<file path="src/mtc_params.svh">
`ifndef MTC_PARAMS_SVH
`define MTC_PARAMS_SVH
// root pointer field positions (upper word bits 63..32, lower word 31..0)
`define MTC_RP_LU_BIT      63
`define MTC_RP_LIMIT_HI    62
`define MTC_RP_LIMIT_LO    48
`define MTC_RP_DT_HI       33
`define MTC_RP_DT_LO       32
`define MTC_RP_BASE_HI     31
`define MTC_RP_BASE_LO     4
// limit words that switch limiting off
`define MTC_NOLIM_UPPER    16'h7FFF
`define MTC_NOLIM_LOWER    16'h8000
// translation control field positions
`define MTC_TC_EN_BIT      31
`define MTC_TC_SRE_BIT     25
`define MTC_TC_FCL_BIT     24
`define MTC_TC_PS_HI       23
`define MTC_TC_PS_LO       20
`define MTC_TC_IS_HI       19
`define MTC_TC_IS_LO       16
`define MTC_TC_TI_HI       15
`define MTC_TC_TI_LO       0
`define MTC_TC_IMPL_MASK   32'h83FFFFFF
// consistency total and smallest legal page size code
`define MTC_ADDR_BITS      6'h20
`define MTC_PS_MIN         4'h8
// reset values
`define MTC_TC_RESET       32'h00000000
`define MTC_RP_RESET       64'h0000000000000000
// descriptor kinds
`define MTC_DT_INVALID     2'h0
`define MTC_DT_PAGE        2'h1
`define MTC_DT_SHORT       2'h2
`define MTC_DT_LONG        2'h3
`endif

</file>
<file path="src/mtc_pkg.sv">
package mtc_pkg;
  // register selected by a move-translation-register operation
  typedef enum logic [1:0] {
    MTC_SEL_USER_ROOT,
    MTC_SEL_SUPER_ROOT,
    MTC_SEL_CONTROL,
    MTC_SEL_NONE
  } mtc_sel_t;

  // one register access from the core
  typedef struct packed {
    logic        wr;
    logic        rd;
    logic        flush;
    mtc_sel_t    sel;
    logic [63:0] data;
  } mtc_req_t;

  // one translation query from the core
  typedef struct packed {
    logic        valid;
    logic        priv_super;  // access made at supervisor level
    logic [2:0]  fc;
    logic [31:0] addr;
    logic [14:0] next_index;
    logic        level_is_fc;
  } mtc_acc_t;

  // answer to a translation query
  typedef struct packed {
    logic        valid;
    logic        use_super;
    logic        fc_first;
    logic        direct;
    logic        walk;
    logic [31:0] phys;
    logic [27:0] table_base;
    logic [17:0] desc_offset;
    logic        limit_fault;
  } mtc_ans_t;
endpackage

</file>
<file path="src/mtc_config.sv">
`timescale 1ns/1ps
`include "mtc_params.svh"
// Contract
// - limit is lower bound when direction set
// - 7FFF or 8000 word disables limiting
// - function code level never limit checked
// - invalid root descriptor raises configuration exception
// - page root maps by adding base
// - page root always limit checked
// - short root scales index by four
// - long root scales index by eight
// - base from bits 31-4, zero allowed
// - root bits 3-0 ignored, others zero
// - unimplemented control fields read zero
// - control write optionally flushes cache
// - enabled control write checks width sum
// - on exception store value, clear enable
// - enable clears on reset, else passthrough
// - operations work regardless of enable
// - supervisor root select chooses root
// - function code lookup indexes first table
// - function code lookup ignores root limit
// - page size codes 8-15, others except
// - initial shift skips high address bits
// - four index width fields, highest first
// - zero index width ends the search
// - root pointers are 64-bit registers
module mtc_config
(
  input  wire logic             i_clk_sys,
  input  wire logic             i_reset_n,
  input  wire mtc_pkg::mtc_req_t i_req,
  input  wire mtc_pkg::mtc_acc_t i_acc,
  output logic [63:0]           o_rd_data,
  output logic                  o_rd_valid,
  output logic                  o_cfg_exc,
  output logic                  o_flush,
  output logic                  o_xlate_en,
  output logic [2:0]            o_levels,
  output logic [3:0]            o_page_code,
  output logic [3:0]            o_init_shift,
  output mtc_pkg::mtc_ans_t     o_ans
);
  import mtc_pkg::*;

  // stored register fields
  logic        usr_lu_q;          // user root limit direction
  logic [14:0] usr_lim_q;         // user root limit
  logic [1:0]  usr_dt_q;          // user root descriptor_kind
  logic [27:0] usr_base_q;        // user root table base (bits 31-4)
  logic        sup_lu_q;          // supervisor root limit direction
  logic [14:0] sup_lim_q;         // supervisor root limit
  logic [1:0]  sup_dt_q;          // supervisor root descriptor_kind
  logic [27:0] sup_base_q;        // supervisor root table base
  logic [31:0] tc_q;              // translation_control, implemented bits only

  // decoded control fields
  logic        tc_en;
  logic        tc_sre;
  logic        tc_fcl;
  logic [3:0]  tc_ps;
  logic [3:0]  tc_is;
  logic [15:0] tc_ti;

  assign tc_en  = tc_q[`MTC_TC_EN_BIT];
  assign tc_sre = tc_q[`MTC_TC_SRE_BIT];
  assign tc_fcl = tc_q[`MTC_TC_FCL_BIT];
  assign tc_ps  = tc_q[`MTC_TC_PS_HI:`MTC_TC_PS_LO];
  assign tc_is  = tc_q[`MTC_TC_IS_HI:`MTC_TC_IS_LO];
  assign tc_ti  = tc_q[`MTC_TC_TI_HI:`MTC_TC_TI_LO];

  // sum of index widths up to the first zero field, highest level first
  function automatic logic [5:0] ti_sum(input logic [15:0] ti);
    logic [5:0] s;
    logic       stop;
    s    = 6'h00;
    stop = 1'b0;
    for (int k = 3; k >= 0; k--)
    begin
      if (ti[k*4 +: 4] == 4'h0)
        stop = 1'b1;
      else if (!stop)
        s = s + {2'h0, ti[k*4 +: 4]};
    end
    return s;
  endfunction

  // number of levels before the first zero width field
  function automatic logic [2:0] ti_levels(input logic [15:0] ti);
    logic [2:0] n;
    logic       stop;
    n    = 3'h0;
    stop = 1'b0;
    for (int k = 3; k >= 0; k--)
    begin
      if (ti[k*4 +: 4] == 4'h0)
        stop = 1'b1;
      else if (!stop)
        n = n + 3'h1;
    end
    return n;
  endfunction

  // write decode
  logic        wr_usr;
  logic        wr_sup;
  logic        wr_tc;
  logic [31:0] wr_tc_val;
  logic [5:0]  wr_total;
  logic        ps_bad;
  logic        sum_bad;
  logic        root_bad;
  logic        exc_now;

  assign wr_usr    = i_req.wr && (i_req.sel == MTC_SEL_USER_ROOT);
  assign wr_sup    = i_req.wr && (i_req.sel == MTC_SEL_SUPER_ROOT);
  assign wr_tc     = i_req.wr && (i_req.sel == MTC_SEL_CONTROL);
  // unimplemented fields dropped on the way in
  assign wr_tc_val = i_req.data[31:0] & `MTC_TC_IMPL_MASK;
  // widths up to first zero, plus page size and initial shift
  assign wr_total  = ti_sum(wr_tc_val[`MTC_TC_TI_HI:`MTC_TC_TI_LO])
                   + {2'h0, wr_tc_val[`MTC_TC_PS_HI:`MTC_TC_PS_LO]}
                   + {2'h0, wr_tc_val[`MTC_TC_IS_HI:`MTC_TC_IS_LO]};
  // page size codes below 1000 are reserved, on any control load
  assign ps_bad    = wr_tc_val[`MTC_TC_PS_HI:`MTC_TC_PS_LO] < `MTC_PS_MIN;
  // the check only runs when the written value enables translation
  assign sum_bad   = wr_tc_val[`MTC_TC_EN_BIT] && (wr_total != `MTC_ADDR_BITS);
  // invalid kind is forbidden at root level
  assign root_bad  = (wr_usr || wr_sup)
                     && (i_req.data[`MTC_RP_DT_HI:`MTC_RP_DT_LO] == `MTC_DT_INVALID);
  assign exc_now   = root_bad || (wr_tc && (ps_bad || sum_bad));

  // user root pointer: bits 3-0 and other unused bits are not kept
  always_ff @(posedge i_clk_sys or negedge i_reset_n)
  begin
    if (!i_reset_n)
    begin
      usr_lu_q   <= 1'b0;
      usr_lim_q  <= 15'h0000;
      usr_dt_q   <= `MTC_DT_INVALID;
      usr_base_q <= 28'h0000000;
    end
    else if (wr_usr)
    begin
      // stored even when it raises an exception, so software can read it back
      usr_lu_q   <= i_req.data[`MTC_RP_LU_BIT];
      usr_lim_q  <= i_req.data[`MTC_RP_LIMIT_HI:`MTC_RP_LIMIT_LO];
      usr_dt_q   <= i_req.data[`MTC_RP_DT_HI:`MTC_RP_DT_LO];
      usr_base_q <= i_req.data[`MTC_RP_BASE_HI:`MTC_RP_BASE_LO];
    end
  end

  // supervisor root pointer
  always_ff @(posedge i_clk_sys or negedge i_reset_n)
  begin
    if (!i_reset_n)
    begin
      sup_lu_q   <= 1'b0;
      sup_lim_q  <= 15'h0000;
      sup_dt_q   <= `MTC_DT_INVALID;
      sup_base_q <= 28'h0000000;
    end
    else if (wr_sup)
    begin
      sup_lu_q   <= i_req.data[`MTC_RP_LU_BIT];
      sup_lim_q  <= i_req.data[`MTC_RP_LIMIT_HI:`MTC_RP_LIMIT_LO];
      sup_dt_q   <= i_req.data[`MTC_RP_DT_HI:`MTC_RP_DT_LO];
      sup_base_q <= i_req.data[`MTC_RP_BASE_HI:`MTC_RP_BASE_LO];
    end
  end

  // translation control: enable clears on reset and on a failed check
  always_ff @(posedge i_clk_sys or negedge i_reset_n)
  begin
    if (!i_reset_n)
      tc_q <= `MTC_TC_RESET;
    else if (wr_tc)
    begin
      // accepted whatever the current enable says
      if (ps_bad || sum_bad)
        tc_q <= wr_tc_val & ~(32'h1 << `MTC_TC_EN_BIT);
      else
        tc_q <= wr_tc_val;
    end
  end

  // exception and flush pulses, one cycle after the write
  always_ff @(posedge i_clk_sys or negedge i_reset_n)
  begin
    if (!i_reset_n)
    begin
      o_cfg_exc <= 1'b0;
      o_flush   <= 1'b0;
    end
    else
    begin
      o_cfg_exc <= exc_now;
      // any register load may flush, as the instruction selects
      o_flush   <= i_req.wr && i_req.flush && (i_req.sel != MTC_SEL_NONE);
    end
  end

  // decoded configuration outputs follow the stored control register
  always_ff @(posedge i_clk_sys or negedge i_reset_n)
  begin
    if (!i_reset_n)
    begin
      o_xlate_en   <= 1'b0;
      o_levels     <= 3'h0;
      o_page_code  <= 4'h0;
      o_init_shift <= 4'h0;
    end
    else
    begin
      o_xlate_en   <= tc_en;
      o_levels     <= ti_levels(tc_ti);
      o_page_code  <= tc_ps;
      o_init_shift <= tc_is;
    end
  end

  // register read back; unused bits read zero
  always_ff @(posedge i_clk_sys or negedge i_reset_n)
  begin
    if (!i_reset_n)
    begin
      o_rd_data  <= `MTC_RP_RESET;
      o_rd_valid <= 1'b0;
    end
    else
    begin
      o_rd_valid <= i_req.rd;
      if (i_req.rd)
      begin
        case (i_req.sel)
          MTC_SEL_USER_ROOT:
            o_rd_data <= {usr_lu_q, usr_lim_q, 14'h0000, usr_dt_q, usr_base_q, 4'h0};
          MTC_SEL_SUPER_ROOT:
            o_rd_data <= {sup_lu_q, sup_lim_q, 14'h0000, sup_dt_q, sup_base_q, 4'h0};
          MTC_SEL_CONTROL:
            o_rd_data <= {32'h00000000, tc_q};
          default:
            o_rd_data <= 64'h0000000000000000;
        endcase
      end
    end
  end

  // root selection for the access
  logic        q_super;
  logic        q_lu;
  logic [14:0] q_lim;
  logic [1:0]  q_dt;
  logic [27:0] q_base;
  logic        q_lim_on;
  logic        q_fault;
  logic [31:0] q_direct_pa;

  // supervisor root only when selected and the access is supervisor
  assign q_super = tc_sre && i_acc.priv_super;
  assign q_lu    = q_super ? sup_lu_q   : usr_lu_q;
  assign q_lim   = q_super ? sup_lim_q  : usr_lim_q;
  assign q_dt    = q_super ? sup_dt_q   : usr_dt_q;
  assign q_base  = q_super ? sup_base_q : usr_base_q;
  // page roots always check; lookup by function code drops the limit;
  // the function code level itself is never limited
  assign q_lim_on = !i_acc.level_is_fc
                    && (!tc_fcl || (q_dt == `MTC_DT_PAGE));
  // 7FFF and 8000 words pass every index through these compares
  assign q_fault  = q_lim_on && (q_lu ? (i_acc.next_index < q_lim)
                                      : (i_acc.next_index > q_lim));
  assign q_direct_pa = i_acc.addr + {q_base, 4'h0};

  // translation answer, one cycle after the query
  always_ff @(posedge i_clk_sys or negedge i_reset_n)
  begin
    if (!i_reset_n)
      o_ans <= '0;
    else
    begin
      o_ans.valid       <= i_acc.valid;
      o_ans.use_super   <= q_super;
      o_ans.fc_first    <= tc_fcl;
      o_ans.table_base  <= q_base;
      o_ans.limit_fault <= i_acc.valid && tc_en && q_fault;
      o_ans.desc_offset <= (q_dt == `MTC_DT_LONG)
                           ? {i_acc.next_index, 3'h0}
                           : {1'b0, i_acc.next_index, 2'h0};
      if (!tc_en)
      begin
        // disabled: logical address is the physical address
        o_ans.phys   <= i_acc.addr;
        o_ans.direct <= 1'b0;
        o_ans.walk   <= 1'b0;
      end
      else if (q_dt == `MTC_DT_PAGE)
      begin
        o_ans.phys   <= q_direct_pa;
        o_ans.direct <= 1'b1;
        o_ans.walk   <= 1'b0;
      end
      else
      begin
        o_ans.phys   <= i_acc.addr;
        o_ans.direct <= 1'b0;
        o_ans.walk   <= 1'b1;
      end
    end
  end
endmodule // mtc_config

</file>
<file path="config.mk">
export PLATFORM = sky130hd
export DESIGN_NAME = mtc_config
export DESIGN_NICKNAME = d
export VERILOG_FILES = /design/src/mtc_pkg.sv /design/src/mtc_config.sv
export VERILOG_INCLUDE_DIRS = /design/src
export SDC_FILE = /design/constraint.sdc
export NUM_CORES = 1
export LEC_CHECK = 0
export ABC_AREA = 0
export BUFFER_PORTS_ARGS = -buffer_cell sky130_fd_sc_hd__buf_2
export CORE_MARGIN = 8
export CORE_UTILIZATION = 55
export CTS_CLUSTER_DIAMETER = 200
export DETAILED_ROUTE_END_ITERATION = 8
export PLACE_DENSITY = 0.88
export SYNTH_ARGS = -nofsm -noshare
export SYNTH_HDL_FRONTEND = slang
export SYNTH_SLANG_ARGS = --single-unit
</file>
<file path="constraint.sdc">
create_clock -name i_clk_sys -period 3.9 [get_ports i_clk_sys]
set_input_delay 0.195 -clock i_clk_sys [delete_from_list [all_inputs] [get_ports i_clk_sys]]
set_output_delay 0.195 -clock i_clk_sys [all_outputs]
set_load 0.02 [all_outputs]
</file>
==> metrics.md <==
| Metric | Value |
|---|---|
| Status | finished with violations |
| Failing checks | negative setup slack |
| Ys Warns | 0 |
| Cell repeated most along the worst path | o21ai_2 |
| Clock Power Share | 0.309 |
| Arr. time, crit path | 4.67 ns |
| Nets | 1,721 |
| Dpl hpwl | 26.0 mm |
| Psw | 3090 uW |
| Top Family by Delay on Critical Path | adder cells |
| Final period util | 1.09 |
| Die W | 170 um |
| TritonCTS clock tree | done |
| Internal Pwr Total | 6380 uW |
| Area of the mapped netlist | 13,000 um2 |
| FF+latch count, synth | 266 |
| Startpoint Class | input pin |
| Routed len/inst | 21.5 um |
| CTS clk-pin slew, worst paths | 0.06 ns |
| Drt first pass iters | 5 |
| Slew Viols, Final | 0 |
| Seq/Total Area, Yosys | 0.510 |
| Via count | 10,600 |
| Maxcap violations | 0 |
| Routed Antenna Nets | 0 |
| Register share of total power | 0.368 |
| Kind of end point of the critical path | register |
| Layout cell share with drive strength beyond 1 | 0.339 |
| Met1 GRT Util | 0.320 |
| Reg2reg end | o_ans[78]$_DFF_PN0_ |
| Area Overhead vs Synth | 30.4% |
| Core Rows | 56 |
| Area leader, netlist | dfrtp_1 |
| RSZ-0062 raised after global routing | yes |
| Comb power frac | 0.322 |
| GRT overflow | 0 |
| Met3 usage | 0.0584 |
| Post-synth EDFFs | 0 |
| DRC Markers | 0 |
| First-pass GRT wire length | 62.9 mm |
| Skew final | 0.00917 ns |
| Top Usage Layer GRT | met2 |
| Synth cell types | 57 |
| Final worst slack | -0.340 ns |
| R2r setup slk | 0.15 ns |
| CP max stage delay | 0.53 ns |
| Mean Syn Cell Area | 11.3 um2 |
| Largest cells by area after synthesis | dfrtp_1 51%, mux2_2 12%, ha_1 5.7%, mux2i_1 5.1%, a21oi_1 3.1% |
| Worst-Margin Slew | 1.14 ns |
| IO Port Bufs | 253 |
| Final hold violation count | 0 |
| Initial antenna violation count | 2 |
| Commonest non-fill, non-tap cell in the layout | dfrtp_1 |
| PwrDens | 557 nW/um2 |
| Final setup fails | 2 |
| Leak | 0.00833 uW |
| Util after Layout | 0.727 |
| Largest net degree at the start of global routing | 121 |
| Crit path max fanout | 4 |
| Worst vdd ir | 0.000386 V |
| R2r startpoint | tc_q[25]$_DFFE_PN0P_ |
| Synth Instances | 1,154 |
| Sinks on Clock Net | 266 |
| CTS Buf Count | 28 |
| Num ports | 287 |
| Starting density of the core | 0.558 |
| DRT iter0 DRCs | 830 |
| Met2 Use GR | 0.483 |
| Slew margin rel. | 0.239 |
| Buffers plus inverters on the worst setup path | 4 |
| Worst setup endpoint | o_cfg_exc$_DFF_PN0_ |
| Commonest register cell after synthesis | dfrtp_1 |
| RD Place Congestion | 0.883 |
| GRT Util Overall | 0.275 |
| Clock Path Buffers | 3 |
| Core area | 23,400 um2 |
| Clock Latency Late Sink | 0.54 ns |
| CTS root buf | clkbuf_16 |
| Net Sw Frac | 0.326 |
| CP required | 4.33 ns |
| Critical path class | in -> reg |
| Vias in the first global route | 11,300 |
| Most frequent cells in the layout | 266 x dfrtp_1, 250 x buf_2, 139 x mux2_2 |
| Fmax | 236 MHz |
| Depth of the worst register-to-register path | 13 |
| Synth top area share | 0.510 |
| Slowest CP cell | fa_2 |
| Die height | 170 um |
| Period minus WS final | 4.24 ns |
| Post-synthesis async set-or-reset flop share | 1.00 |
| Stages on the worst setup path | 26 |
| HP Class | in -> reg |
| Full die area | 28,900 um2 |
| Hold Slack | 0.0564 ns |
| Vias per cell | 5.67 |
| Drt total wl | 40.2 mm |
| H-tree Lvls | 1 |
| Worst setup path startpoint | i_req[8] |
-- cell usage after synthesis (5+ instances only) --
cell      number
mux2i_1       66
xnor2_1       21
nor3_1         8
buf_4         16
nand2_1       79
o21ai_0       70
buf_1         12
nand2b_1       7
dfrtp_1      266
o21a_1         8
a21o_1        20
clkbuf_1      38
nor4_1         5
a21oi_1       80
and2_1         5
o22ai_1       24
inv_1         60
o211ai_1       7
mux2_2       140
fa_1           9
ha_1          59
nand3_1       15
xor2_1        13
o21ai_1        6
a31oi_1        5
nor2_1        66
-- flip-flops by register name (all words and copies together) (netlist names), 2 cells and up --
name          flops
o_ans            82
o_rd_data        50
sup_base_q       28
usr_base_q       28
tc_q             27
sup_lim_q        15
usr_lim_q        15
o_init_shift      4
o_page_code       4
o_levels          3
sup_dt_q          2
usr_dt_q          2
-- logic make-up after synthesis --
family                   count (synthesis)  synth area share
AO/OA/AOI/OAI                          247             0.114
XOR/XNOR                                34            0.0228
adder cells (fa/ha/maj)                 68            0.0704
buffers and inverters                  127            0.0412
flip-flops                             266             0.510
multiplexers                           206             0.171
other                                    1          0.000287
AND/OR/NAND/NOR                        205            0.0700
-- through the flow --
step	power (uW)	std cells	area, um2	TNS [ns]	setup WS, ns
finish	9470	1869	17000	-0.582	-0.340
global route	9910	1869	17000	-1.07	-0.572
CTS	9410	1866	17000	-0.378	-0.242
detailed placement	6360	1718	15000	-1.77	-0.915
global placement	6230	1718	15000	-1.55	-0.807
floorplan	5390	1169	13200	-1.10	-0.580
-- power groups by stage --
stage	clock, uW	sequential [uW]	combinational [uW]
3_5_place_dp	0	3510	2850
3_3_place_gp	0	3480	2750
4_1_cts	2960	3470	2980
2_1_floorplan	0	3720	1670
5_1_grt	3070	3530	3310
6_report	2930	3490	3050
-- worst min-delay path by stage --
stage,end,startpoint,slack [ns],cells past startpoint
floorplan,o_ans[0]$_DFF_PN0_,i_reset_n,-0.10,0
finish,tc_q[5]$_DFFE_PN0P_,i_req[5],0.06,2
detailed placement,o_ans[47]$_DFF_PN0_,i_acc[16],0.31,1
global route,usr_base_q[5]$_DFFE_PN0P_,i_req[9],0.05,3
global placement,o_ans[49]$_DFF_PN0_,i_acc[18],0.30,1
CTS,usr_base_q[5]$_DFFE_PN0P_,i_req[9],0.03,3
-- routing by layer --
metal  vias up  part of all wire
met3       132             0.073
met2       520              0.50
met5         -                 0
met4         0             0.050
met1      5180              0.38
li1       4761                 -
-- repair_timing --
item	in CTS	in global routing
setup buffers	2	1
gates resized for setup	10	1
pin swaps	7	3
gates cloned	0	0
endpoints found under the hold margin	239	0
hold buffers	97	0
endpoints found under the setup margin	2	2
-- cell type report --
cell class,count,area (um2)
Clock buffer,38,840
Clock inverter,11,185
Inverter,60,225
Antenna cell,2,5.00
Multi-Input combinational cell,776,6020
Tap cell,319,399
Timing Repair Buffer,397,2680
Fill cell,1589,6390
Sequential cell,266,6660
(Power assumes the default switching activity.)
